--- config.mk ---
export PLATFORM = sky130hd
export DESIGN_NAME = i2c_interrupt_status_mask
export DESIGN_NICKNAME = d
export VERILOG_FILES = /design/src/hw/rx_fifo_mem.v /design/src/hw/i2c_interrupt_status_mask.v
export VERILOG_INCLUDE_DIRS = /design/src /design/src/hw
export SDC_FILE = /design/constraint.sdc
export NUM_CORES = 1
export LEC_CHECK = 0
export BUFFER_PORTS_ARGS = -buffer_cell sky130_fd_sc_hd__buf_2
export CORE_UTILIZATION = 30
export CTS_BUF_LIST = sky130_fd_sc_hd__clkbuf_16
export CTS_CLUSTER_SIZE = 14
export DETAILED_ROUTE_END_ITERATION = 6
export HOLD_SLACK_MARGIN = 0.1
export PLACE_DENSITY_LB_ADDON = 0.1
export SLEW_MARGIN = 20
export SYNTH_ARGS = -nofsm -noshare
export SYNTH_HDL_FRONTEND = slang
export SYNTH_SLANG_ARGS = --single-unit
--- constraint.sdc ---
create_clock -name clk_sys -period 3 [get_ports clk_sys]
set_clock_uncertainty 0.15 [all_clocks]
set_input_delay 0.6 -clock clk_sys [delete_from_list [all_inputs] [get_ports clk_sys]]
set_output_delay 0.6 -clock clk_sys [all_outputs]
set_load 0.01 [all_outputs]
--- src/hw/i2c_intr_consts.vh ---
// Offsets, field positions and reset values of the interrupt status block
`ifndef I2C_INTR_CONSTS_VH
`define I2C_INTR_CONSTS_VH

// ---------------------------------------------------------------------
// Register byte addresses
// ---------------------------------------------------------------------
`define ADDR_MASKED_INTERRUPT_STATUS 32'h5000132C
`define ADDR_INTERRUPT_MASK          32'h50001330
`define ADDR_RAW_INTERRUPT_STATUS    32'h50001334

// ---------------------------------------------------------------------
// Status bit positions
// ---------------------------------------------------------------------
`define BIT_RX_UNDER     0
`define BIT_RX_OVER      1
`define BIT_RX_FULL      2
`define BIT_TX_OVER      3
`define BIT_TX_EMPTY     4
`define BIT_RD_REQ       5
`define BIT_TX_ABORT     6
`define BIT_RX_DONE      7
`define BIT_ACTIVITY     8
`define BIT_STOP_SEEN    9
`define BIT_START_SEEN   10
`define BIT_BROADCAST    11

// ---------------------------------------------------------------------
// Widths and reset values
// ---------------------------------------------------------------------
`define SOURCE_COUNT     12
`define REG_WIDTH        16
`define MASK_RESET       12'h8FF
`define STATUS_RESET     12'h000
`define RX_FIFO_DEPTH    32
`define RX_DATA_WIDTH    8

`endif

--- src/hw/rx_fifo_mem.v ---
// Receive FIFO storage with registered read data
`timescale 1ns/100ps
`default_nettype none

module rx_fifo_mem
#(
    parameter WIDTH = 8,
    parameter DEPTH = 32,
    parameter AW    = 5
)
(
    input  wire             clk_sys,
    input  wire             reset,
    input  wire             writeEn,
    input  wire [AW-1:0]    writeAddr,
    input  wire [WIDTH-1:0] writeData,
    input  wire             readEn,
    input  wire [AW-1:0]    readAddr,
    output reg  [WIDTH-1:0] readData_ff
);

    // -----------------------------------------------------------------
    // Storage
    // -----------------------------------------------------------------
    reg [WIDTH-1:0] store [0:DEPTH-1];

    always @(posedge clk_sys)
    begin
        if (writeEn)
        begin
            store[writeAddr] <= writeData;
        end
    end

    // Registered read so the top sees a flop
    always @(posedge clk_sys or posedge reset)
    begin
        if (reset)
        begin
            readData_ff <= {WIDTH{1'b0}};
        end
        else if (readEn)
        begin
            readData_ff <= store[readAddr];
        end
    end

endmodule

`default_nettype wire

--- src/hw/i2c_interrupt_status_mask.v ---
// I2C controller receive FIFO and interrupt status, mask and view
`timescale 1ns/100ps
`default_nettype none
`include "i2c_intr_consts.vh"

module i2c_interrupt_status_mask
#(
    parameter DEPTH = `RX_FIFO_DEPTH,
    parameter AW    = 5
)
(
    input  wire        clk_sys,
    input  wire        reset,
    input  wire        controllerEnable,
    input  wire        engineActive,
    input  wire [5:0]  receiveLevelThreshold,
    input  wire        rxByteValid,
    input  wire [7:0]  rxByte,
    input  wire        broadcastAcked,
    input  wire        startConditionSeen,
    input  wire        stopConditionSeen,
    input  wire        startClearRead,
    input  wire        stopClearRead,
    input  wire        broadcastClearRead,
    input  wire        dataCommandRead,
    input  wire        regWrite,
    input  wire        regRead,
    input  wire [31:0] regAddr,
    input  wire [15:0] regWriteData,
    output reg  [15:0] regReadData_ff,
    output wire [7:0]  rxData_ff,
    output reg         rxByteAck_ff,
    output reg         internalEnable_ff,
    output reg  [5:0]  rxLevel_ff,
    output reg         interrupt_ff
);

    // -----------------------------------------------------------------
    // Helpers
    // -----------------------------------------------------------------
    function addrHit;
        input [31:0] addr;
        input [31:0] offset;
        begin
            addrHit = (addr == offset);
        end
    endfunction

    // -----------------------------------------------------------------
    // State
    // -----------------------------------------------------------------
    reg  [AW-1:0]              writePtr_ff;
    reg  [AW-1:0]              readPtr_ff;
    reg  [`SOURCE_COUNT-1:0]   mask_ff;
    reg                        rxFull_ff;
    reg                        rxOver_ff;
    reg                        rxUnder_ff;
    reg                        broadcast_ff;
    reg                        startSeen_ff;
    reg                        stopSeen_ff;

    reg  [AW-1:0]              nxt_writePtr;
    reg  [AW-1:0]              nxt_readPtr;
    reg  [5:0]                 nxt_rxLevel;
    reg                        nxt_rxOver;
    reg                        nxt_rxUnder;
    reg                        nxt_broadcast;
    reg                        nxt_startSeen;
    reg                        nxt_stopSeen;
    reg                        nxt_rxFull;

    wire                       fifoEmpty;
    wire                       fifoFull;
    wire                       pushByte;
    wire                       popByte;
    wire [`SOURCE_COUNT-1:0]   rawStatus;
    wire [`SOURCE_COUNT-1:0]   nxt_rawStatus;
    wire [`SOURCE_COUNT-1:0]   maskedStatus;

    assign fifoEmpty = (rxLevel_ff == 6'h00);
    assign fifoFull  = (rxLevel_ff == DEPTH[5:0]);
    // Full FIFO still acks on the bus, the byte just never lands
    assign pushByte  = controllerEnable & rxByteValid & ~fifoFull;
    assign popByte   = controllerEnable & dataCommandRead & ~fifoEmpty;

    // -----------------------------------------------------------------
    // Storage
    // -----------------------------------------------------------------
    // General call payload follows the normal receive path
    rx_fifo_mem
    #(
        .WIDTH (`RX_DATA_WIDTH),
        .DEPTH (DEPTH),
        .AW    (AW)
    )
    u_rxFifo
    (
        .clk_sys     (clk_sys),
        .reset       (reset),
        .writeEn     (pushByte),
        .writeAddr   (writePtr_ff),
        .writeData   (rxByte),
        .readEn      (popByte),
        .readAddr    (readPtr_ff),
        .readData_ff (rxData_ff)
    );

    // -----------------------------------------------------------------
    // FIFO pointers and level
    // -----------------------------------------------------------------
    always @*
    begin
        nxt_writePtr = writePtr_ff;
        nxt_readPtr  = readPtr_ff;
        nxt_rxLevel  = rxLevel_ff;
        if (!controllerEnable)
        begin
            // Flushed and held while disabled, bus traffic or not
            nxt_writePtr = {AW{1'b0}};
            nxt_readPtr  = {AW{1'b0}};
            nxt_rxLevel  = 6'h00;
        end
        else
        begin
            if (pushByte)
            begin
                nxt_writePtr = writePtr_ff + 1'b1;
            end
            if (popByte)
            begin
                nxt_readPtr = readPtr_ff + 1'b1;
            end
            if (pushByte && !popByte)
            begin
                nxt_rxLevel = rxLevel_ff + 6'h01;
            end
            else if (popByte && !pushByte)
            begin
                nxt_rxLevel = rxLevel_ff - 6'h01;
            end
        end
    end

    // -----------------------------------------------------------------
    // Raw status flags
    // -----------------------------------------------------------------
    always @*
    begin
        // Level flag follows the next level, no software clear needed
        nxt_rxFull = controllerEnable
                   & (nxt_rxLevel >= receiveLevelThreshold);

        // Set wins over the disable clear in the same cycle
        nxt_rxOver = rxOver_ff;
        if (!internalEnable_ff)
        begin
            nxt_rxOver = 1'b0;
        end
        if (controllerEnable && rxByteValid && fifoFull)
        begin
            nxt_rxOver = 1'b1;
        end

        nxt_rxUnder = rxUnder_ff;
        if (!internalEnable_ff)
        begin
            nxt_rxUnder = 1'b0;
        end
        if (dataCommandRead && fifoEmpty)
        begin
            nxt_rxUnder = 1'b1;
        end

        nxt_broadcast = broadcast_ff;
        if (!controllerEnable || broadcastClearRead)
        begin
            nxt_broadcast = 1'b0;
        end
        if (controllerEnable && broadcastAcked)
        begin
            nxt_broadcast = 1'b1;
        end

        nxt_startSeen = startSeen_ff;
        if (!internalEnable_ff || startClearRead)
        begin
            nxt_startSeen = 1'b0;
        end
        if (startConditionSeen)
        begin
            nxt_startSeen = 1'b1;
        end

        nxt_stopSeen = stopSeen_ff;
        if (!internalEnable_ff || stopClearRead)
        begin
            nxt_stopSeen = 1'b0;
        end
        if (stopConditionSeen)
        begin
            nxt_stopSeen = 1'b1;
        end
    end

    // Transmit-side sources live elsewhere and read as zero here
    assign rawStatus = {broadcast_ff, startSeen_ff, stopSeen_ff,
                        6'h00, rxFull_ff, rxOver_ff, rxUnder_ff};
    assign nxt_rawStatus = {nxt_broadcast, nxt_startSeen, nxt_stopSeen,
                            6'h00, nxt_rxFull, nxt_rxOver, nxt_rxUnder};
    assign maskedStatus = rawStatus & mask_ff;

    // -----------------------------------------------------------------
    // Sequential state
    // -----------------------------------------------------------------
    always @(posedge clk_sys or posedge reset)
    begin
        if (reset)
        begin
            writePtr_ff       <= {AW{1'b0}};
            readPtr_ff        <= {AW{1'b0}};
            rxLevel_ff        <= 6'h00;
            rxFull_ff         <= 1'b0;
            rxOver_ff         <= 1'b0;
            rxUnder_ff        <= 1'b0;
            broadcast_ff      <= 1'b0;
            startSeen_ff      <= 1'b0;
            stopSeen_ff       <= 1'b0;
            internalEnable_ff <= 1'b0;
            rxByteAck_ff      <= 1'b0;
            interrupt_ff      <= 1'b0;
        end
        else
        begin
            writePtr_ff  <= nxt_writePtr;
            readPtr_ff   <= nxt_readPtr;
            rxLevel_ff   <= nxt_rxLevel;
            rxFull_ff    <= nxt_rxFull;
            rxOver_ff    <= nxt_rxOver;
            rxUnder_ff   <= nxt_rxUnder;
            broadcast_ff <= nxt_broadcast;
            startSeen_ff <= nxt_startSeen;
            stopSeen_ff  <= nxt_stopSeen;
            // Internal enable lingers until both state machines idle
            internalEnable_ff <= controllerEnable | engineActive;
            // Every byte received while enabled is acked, even when dropped
            rxByteAck_ff <= controllerEnable & rxByteValid;
            // Uses next values so the pin tracks the status flops
            interrupt_ff <= |(nxt_rawStatus & mask_ff);
        end
    end

    // -----------------------------------------------------------------
    // Register access
    // -----------------------------------------------------------------
    always @(posedge clk_sys or posedge reset)
    begin
        if (reset)
        begin
            mask_ff <= `MASK_RESET;
        end
        else if (regWrite && addrHit(regAddr, `ADDR_INTERRUPT_MASK))
        begin
            mask_ff <= regWriteData[`SOURCE_COUNT-1:0];
        end
    end

    // Unmapped reads return zero, reserved upper bits as well
    always @(posedge clk_sys or posedge reset)
    begin
        if (reset)
        begin
            regReadData_ff <= 16'h0000;
        end
        else if (regRead)
        begin
            if (addrHit(regAddr, `ADDR_MASKED_INTERRUPT_STATUS))
            begin
                regReadData_ff <= {4'h0, maskedStatus};
            end
            else if (addrHit(regAddr, `ADDR_INTERRUPT_MASK))
            begin
                regReadData_ff <= {4'h0, mask_ff};
            end
            else if (addrHit(regAddr, `ADDR_RAW_INTERRUPT_STATUS))
            begin
                regReadData_ff <= {4'h0, rawStatus};
            end
            else
            begin
                regReadData_ff <= 16'h0000;
            end
        end
    end

endmodule

`default_nettype wire

==> results.txt, run 1 <==
status: complete, but fails checks
failing checks: setup timing
share of cells above drive strength 1: 0.347
worst vdd ir: 0.000347 V
number of global-route vias before repair: 7,711
CP max stage delay: 0.50 ns
Worst Setup End Kind: flip-flop
Seq/Total Area, Yosys: 0.709
RSZ-0062 raised after global routing: yes
Min-Delay Startpoint: regWriteData[5]
Area growth syn-to-layout: 23.4%
row cnt: 75
initial core utilization: 0.305
Fill cells: 3,980
Slowest cell on crit path: or4b_4
PwrDens: 737 nW/um^2
Clock Sink Count: 313
critical path type: flip-flop to flip-flop
drt drc: 0
clk_lat worst skew: 0.54 ns
Routed Antenna Nets: 0
drt wl/cell: 21.9 um
M3 GR Usage: 0.0304
Yosys top cell area share: 0.597
grt met2 use: 0.260
critical path's most frequent cell: o22ai_2
Die Wd: 209 um
Final Hold Viols: 0
startpoint type of the worst setup path: flip-flop
Max Root-Sink Buffers: 3
Num CTS Buffers: 37
Post-synth EDFFs: 256
die area: 43,700 sq um
num ports: 109
worst slew pin tran: 0.742 ns
Max Cap Viol: 0
synth top area cells: edfxtp_1, dfrtp_1, mux4_2
Post-layout nets: 1,053
Reg clk slew, reported paths: 0.06 ns
H-Tree Depth: 2
Cell Area, Synth: 12,900 sq um
M1 GR Usage: 0.206
Peak Freq: 322 MHz
first-pass GRT wire length: 49,900 um
reg-to-reg endpoint: interrupt_ff
initial antenna violation count: 1
FF-to-FF Start: rxLevel_ff[0]
Final Wtd Congestion: 0.787
area leader, netlist: edfxtp_1
Ys Warns: 0
Core Region: 42,100 sq um
final core utilization: 0.377
cell leakage power: 0.00564 uW
First-pass DRT Iterations: 4
crit path DAT: 3.38 ns
detailed placer's ending HPWL: 22,300 um
post-layout instance area: 15,900 sq um
R2R Setup Slk: -0.10 ns
period utilization: 1.03
post-layout worst setup margin: -0.102 ns
routed wire length: 33,400 um
Slew HR: 0.505
mean area per synthesized cell: 16.8 sq um
Setup-failing EPs final: 1
Buffers on Ports: 100
Post-synth ARST share: 0.182
HP Class: input port to flip-flop
CTS tree: yes
Hold Path Sink: mask_ff[5]
CP max FO: 3
depth of the worst register-to-register path: 12
GRT busiest layer: met2
Synth Flop Type: edfxtp_1
root buf cell: clkbuf_16
Die Ht: 209 um
Synth Instances: 765
CP Cell Sequence: inv_2 > ha_4 > or4b_4 > o21ai_4 > nand3_2 > o22ai_2 > mux2i_2 > ha_1 > a21o_1 > a21oi_2 > o22ai_2 > a221o_1
CP required: 3.27 ns
Total Routing Usage GR: 0.156
Tmin final: 3.10 ns
Hold Crit Depth: 2
pre-CTS setup slack: -0.226 ns
grt total ovfl: 0
number of synthesized register bits: 313
vias per cell: 4.82
max-slew violations: 0
dpl cell area: 14,600 sq um
1st-iter DRT viols: 454
Yosys cell types: 62
largest net degree at the start of global routing: 33
via count: 7,376
[per-stage QoR]
| stage | hold slack [ns] | total power (uW) | setup TNS, ns | std cells |
|---|---|---|---|---|
| 6_report | 0.130 | 11700 | -0.102 | 1529 |
| 5_1_grt | 0.119 | 12200 | -0.212 | 1528 |
| 4_1_cts | 0.102 | 11800 | -0.117 | 1526 |
| 3_5_place_dp | 0.325 | 7410 | -0.226 | 1451 |
| 3_3_place_gp | 0.322 | 7420 | -0.217 | 1451 |
| 2_1_floorplan | 0.308 | 6380 | -0.0542 | 768 |
[metal layers]
layer / routed length, um / up-vias
li1: - / 3389
met1: 15100 / 3772
met2: 16100 / 173
met3: 1520 / 42
met4: 661 / 0
met5: 0 / -
[flip-flops by register name (all words and copies together), names as in the netlist, 5 cells and up]
| name | count |
|---|---|
| writePtr_ff | 5 |
| u_rxFifo.store | 256 |
| readPtr_ff | 5 |
| u_rxFifo.readData_ff | 8 |
| rxLevel_ff | 6 |
| regReadData_ff | 12 |
| mask_ff | 12 |
[what timing repair did]
item,CTS,global route
gates resized for setup,9,6
hold buffers,4,0
endpoints found under the setup margin,1,1
pin swaps,7,7
endpoints found under the hold margin,23,0
buffers inserted,6,2
[worst max-delay path: cells and delay by family, from the launching register on]
kind                     cells  cell delay, ns
multiplexers                 1            0.29
adder cells (fa/ha/maj)      2            0.42
flip-flops                   1            0.39
AND/OR/NAND/NOR              2            0.60
buffers and inverters        1            0.09
AO/OA/AOI/OAI                6            1.05
[worst max-delay path by stage]
stage                  startpoint           end
CTS                 rxLevel_ff[1]  interrupt_ff
floorplan           rxLevel_ff[0]  interrupt_ff
global placement    rxLevel_ff[1]  interrupt_ff
global route        rxLevel_ff[0]  interrupt_ff
detailed placement  rxLevel_ff[1]  interrupt_ff
finish              rxLevel_ff[0]  interrupt_ff
[Yosys cell counts, types with 9 or more instances]
cell      number
a211oi_1      11
buf_2         18
clkbuf_1      15
dfrtp_1       48
dfstp_2        9
edfxtp_1     256
ha_1          14
inv_1         26
mux2_1        10
mux2_2         9
mux2i_1       25
mux4_2        53
nand2_1       43
nor2_1        49
nor2b_1       18
o21ai_0       19
o22ai_1       16
[final cells by class]
class	count	area (sq um)	area share
antenna	1	2.50	0.000158
inverter	26	97.6	0.00614
timing repair buffer	197	1290	0.0814
tap	539	674	0.0425
multi-input combinational	388	3550	0.223
sequential	313	9130	0.575
clock inverter	26	161	0.0102
clock buffer	39	976	0.0614
[where the power goes]
part | total [uW] | internal [uW] | switching, uW
sequential | 5090 | 4860 | 235
combinational | 2350 | 1170 | 1180
clock | 4250 | 2500 | 1750
[cell usage in the layout (no fill, tap or decap), types with 4 or more instances in the layout]
cell and count:
edfxtp_1 256, buf_2 100, buf_4 88, mux4_2 53
nor2_1 49, dfrtp_1 44, nand2_1 43, clkbuf_16 39
inv_1 28, mux2i_1 23, o21ai_0 18, nor2b_1 18
o22ai_1 14, ha_1 13, clkinv_1 13, a211oi_1 11
mux2_1 10, mux2_2 9, dfstp_2 9, nand2b_1 6
nor4_1 6, nand4_1 6, xnor2_1 6, a21o_1 5
a221oi_1 5, nand3_1 5, clkinv_2 5, and2_1 4
a2111oi_0 4, a21oi_1 4, a31oi_1 4, nand3b_1 4
a22o_1 4, conb_1 4, dlygate4sd3_1 4, buf_12 4
[kinds of logic after synthesis]
kind of cell | count (synthesis) | share of synthesized area
AOI/OAI and AO/OA | 102 | 0.0559
buffers and inverters | 67 | 0.0225
and+or+nand+nor | 163 | 0.0644
other | 1 | 0.000291
adders and majority gates | 14 | 0.0136
muxes | 97 | 0.129
DFF | 313 | 0.709
xor gates and xnor gates | 8 | 0.00545
Power figures use the tool's default switching activity.
==> run 2: changes to the inputs <==
--- a/config.mk
+++ b/config.mk
@@ -7,7 +7,7 @@
 export NUM_CORES = 1
 export LEC_CHECK = 0
 export BUFFER_PORTS_ARGS = -buffer_cell sky130_fd_sc_hd__buf_2
-export CORE_UTILIZATION = 30
+export CORE_UTILIZATION = 35
 export CTS_BUF_LIST = sky130_fd_sc_hd__clkbuf_16
 export CTS_CLUSTER_SIZE = 14
 export DETAILED_ROUTE_END_ITERATION = 6
==> run 2 against run 1 <==
Net effect: the flow still finishes with violations (setup timing); sequential power barely moved; sequential cell count did not move; non-clock buffer count fell by 12; cell area fell by 1.5%; critical path type unchanged; clock power fell by 3%; total power fell by 2.2%; sequential share of layout area rose by 0.90 points; die area fell by 14%; via count rose by 0.14%; global-route usage rose by 1.4 points; cell count fell by 6.3%; largest cell class unchanged.
==> results.txt, run 2 (synthesis results as in run 1) <==
via count: 7,386 (was 7,376)
first-pass GRT wire length: 48,100 um (was 49,900 um)
RSZ-0062 raised after global routing: yes (unchanged)
Routed Antenna Nets: 0 (unchanged)
reg-to-reg endpoint: interrupt_ff (unchanged)
1st-iter DRT viols: 355 (was 454)
final non-filler cell total: 1,433 (was 1,529)
cell leakage power: 0.00556 uW (was 0.00564 uW)
depth of the worst register-to-register path: 12 (unchanged)
initial antenna violation count: 1 (unchanged)
CP max stage delay: 0.46 ns (was 0.50 ns)
initial core utilization: 0.358 (was 0.305)
Die Ht: 194 um (was 209 um)
root buf cell: clkbuf_16 (unchanged)
Hold WS: 0.150 ns (was 0.130 ns)
CP max FO: 5 (was 3)
Max Cap Viol: 0 (unchanged)
Core Region: 35,900 sq um (was 42,100 sq um)
drt drc: 0 (unchanged)
clk_lat worst skew: 0.50 ns (was 0.54 ns)
startpoint type of the worst setup path: flip-flop (unchanged)
share of cells above drive strength 1: 0.342 (was 0.347)
Setup-failing EPs final: 1 (unchanged)
Hold Crit Depth: 2 (unchanged)
worst slew pin tran: 0.769 ns (was 0.742 ns)
H-Tree Depth: 2 (unchanged)
dpl cell area: 14,400 sq um (was 14,600 sq um)
Min-Delay Startpoint: engineActive (was regWriteData[5])
placed cells: 1,367 (was 1,451)
period utilization: 1.04 (was 1.03)
largest registers: u_rxFifo.store: 256 flops, mask_ff: 12 flops, regReadData_ff: 12 flops (unchanged)
die area: 37,500 sq um (was 43,700 sq um)
Fill cells: 3,237 (was 3,980)
ant diodes: 0 (was 1)
Buffers on Ports: 100 (unchanged)
vias per cell: 5.15 (was 4.82)
crit path DAT: 3.34 ns (was 3.38 ns)
Peak Freq: 322 MHz (about the same)
critical path type: flip-flop to flip-flop (unchanged)
num ports: 109 (unchanged)
Area growth syn-to-layout: 21.5% (was 23.4%)
R2R Setup Slk: -0.11 ns (was -0.10 ns)
grt total ovfl: 0 (unchanged)
Reg clk slew, reported paths: 0.05 ns (was 0.06 ns)
Slowest cell on crit path: or4_4 (was or4b_4)
setup TNS: -0.107 ns (was -0.102 ns)
largest net degree at the start of global routing: 36 (was 33)
HP Class: input port to flip-flop (unchanged)
Clock Sink Count: 313 (unchanged)
Final Wtd Congestion: 0.826 (was 0.787)
Slew HR: 0.487 (was 0.505)
drt wl/cell: 22.0 um (was 21.9 um)
row cnt: 69 (was 75)
Die Wd: 194 um (was 209 um)
Max Root-Sink Buffers: 3 (unchanged)
Post-layout nets: 1,040 (was 1,053)
Final Hold Viols: 0 (unchanged)
failing checks: setup timing (unchanged)
status: complete, but fails checks (unchanged)
post-layout worst setup margin: -0.107 ns (was -0.102 ns)
most frequent cells in the layout: edfxtp_1, buf_2, buf_4 (unchanged)
number of global-route vias before repair: 7,833 (was 7,711)
most common cell after layout, fill and taps aside: edfxtp_1 (unchanged)
multi-input gate area in the final layout: 3540 sq um (was 3550 sq um)
max-slew violations: 0 (unchanged)
worst vdd ir: 0.000422 V (was 0.000347 V)
register area: 9130 sq um (unchanged)
CTS tree: yes (unchanged)
CP Cell Sequence: inv_2 > ha_4 > nor4b_4 > buf_4 > a21oi_4 > or4_4 > o31ai_4 > mux2i_2 > ha_1 > a21oi_2 > o22ai_2 > a221o_1 (was inv_2 > ha_4 > or4b_4 > o21ai_4 > nand3_2 > o22ai_2 > mux2i_2 > ha_1 > a21o_1 > a21oi_2 > o22ai_2 > a221o_1)
Tmin final: 3.11 ns (was 3.10 ns)
Final Power: 11,400 uW (was 11,700 uW)
CP required: 3.23 ns (was 3.27 ns)
First-pass DRT Iterations: 4 (unchanged)
max reg flops: 256 (unchanged)
Hold Path Sink: internalEnable_ff (was mask_ff[5])
FF-to-FF Start: rxLevel_ff[1] (was rxLevel_ff[0])
routed wire length: 31,500 um (was 33,400 um)
beginning of the critical path: rxLevel_ff[1] (was rxLevel_ff[0])
Num CTS Buffers: 36 (was 37)
Worst Setup End Kind: flip-flop (unchanged)
Total Routing Usage GR: 0.170 (was 0.156)
detailed placer's ending HPWL: 21,100 um (was 22,300 um)
PwrDens: 732 nW/um^2 (was 737 nW/um^2)
post-layout instance area: 15,600 sq um (was 15,900 sq um)
most flop-heavy register: u_rxFifo.store (unchanged)
[run 2: metrics by stage]
stage / worst slack [ns] / util
after global placement: -0.152 / 0.401
after floorplan: -0.0542 / -
after detailed placement: -0.188 / 0.401
final: -0.107 / 0.435
after global routing: -0.215 / 0.435
after CTS: -0.0866 / 0.435
[run 2: cell type report]
type,count,share of cell area
flip-flops and latches,313,0.584
multi-input cells,388,0.227
repair buffers,185,0.0756
clock buffers,37,0.0592
well taps,461,0.0369
clock inverters,23,0.0115
inverters,26,0.00624
[run 2: how the worst max path moves through the flow]
stage          slack (ns)            to  depth (start not counted)
2_1_floorplan       -0.05  interrupt_ff                         13
3_3_place_gp        -0.15  interrupt_ff                         12
3_5_place_dp        -0.19  interrupt_ff                         11
4_1_cts             -0.09  interrupt_ff                         12
5_1_grt             -0.22  interrupt_ff                         12
6_report            -0.11  interrupt_ff                         12
[run 2: routing by layer]
| layer | track usage | routed length, um | up-vias |
|---|---|---|---|
| met3 | 0.0317 | 1530 | 48 |
| li1 | - | - | 3362 |
| met4 | 0.0462 | 695 | 0 |
| met5 | 0 | 0 | - |
| met1 | 0.230 | 14400 | 3767 |
| met2 | 0.280 | 14900 | 209 |
[run 2: repair_timing]
| action | 4_1_cts | 5_1_grt |
|---|---|---|
| endpoints found under the hold margin | 1 | 0 |
| setup endpoints to repair | 1 | 1 |
| hold buffers | 1 | 0 |
| resized for setup | 11 | 3 |
| buffers inserted | 4 | 1 |
| pin swaps | 6 | 2 |
[run 2: critical path, delay by kind of cell (launching register included)]
family / cells / cell delay [ns]
flip-flops: 1 / 0.40
AO/OA/AOI/OAI: 5 / 0.86
buffers and inverters: 2 / 0.25
adder cells (fa/ha/maj): 2 / 0.42
multiplexers: 1 / 0.28
AND/OR/NAND/NOR: 2 / 0.63
[run 2: where the power goes]
part / switching (uW) / internal [uW] / leakage (uW) / total, uW
clock network: 1640 / 2480 / 0.000567 / 4110
logic: 1090 / 1120 / 0.00197 / 2210
registers: 264 / 4860 / 0.00302 / 5120
total: 2990 / 8460 / 0.00556 / 11400
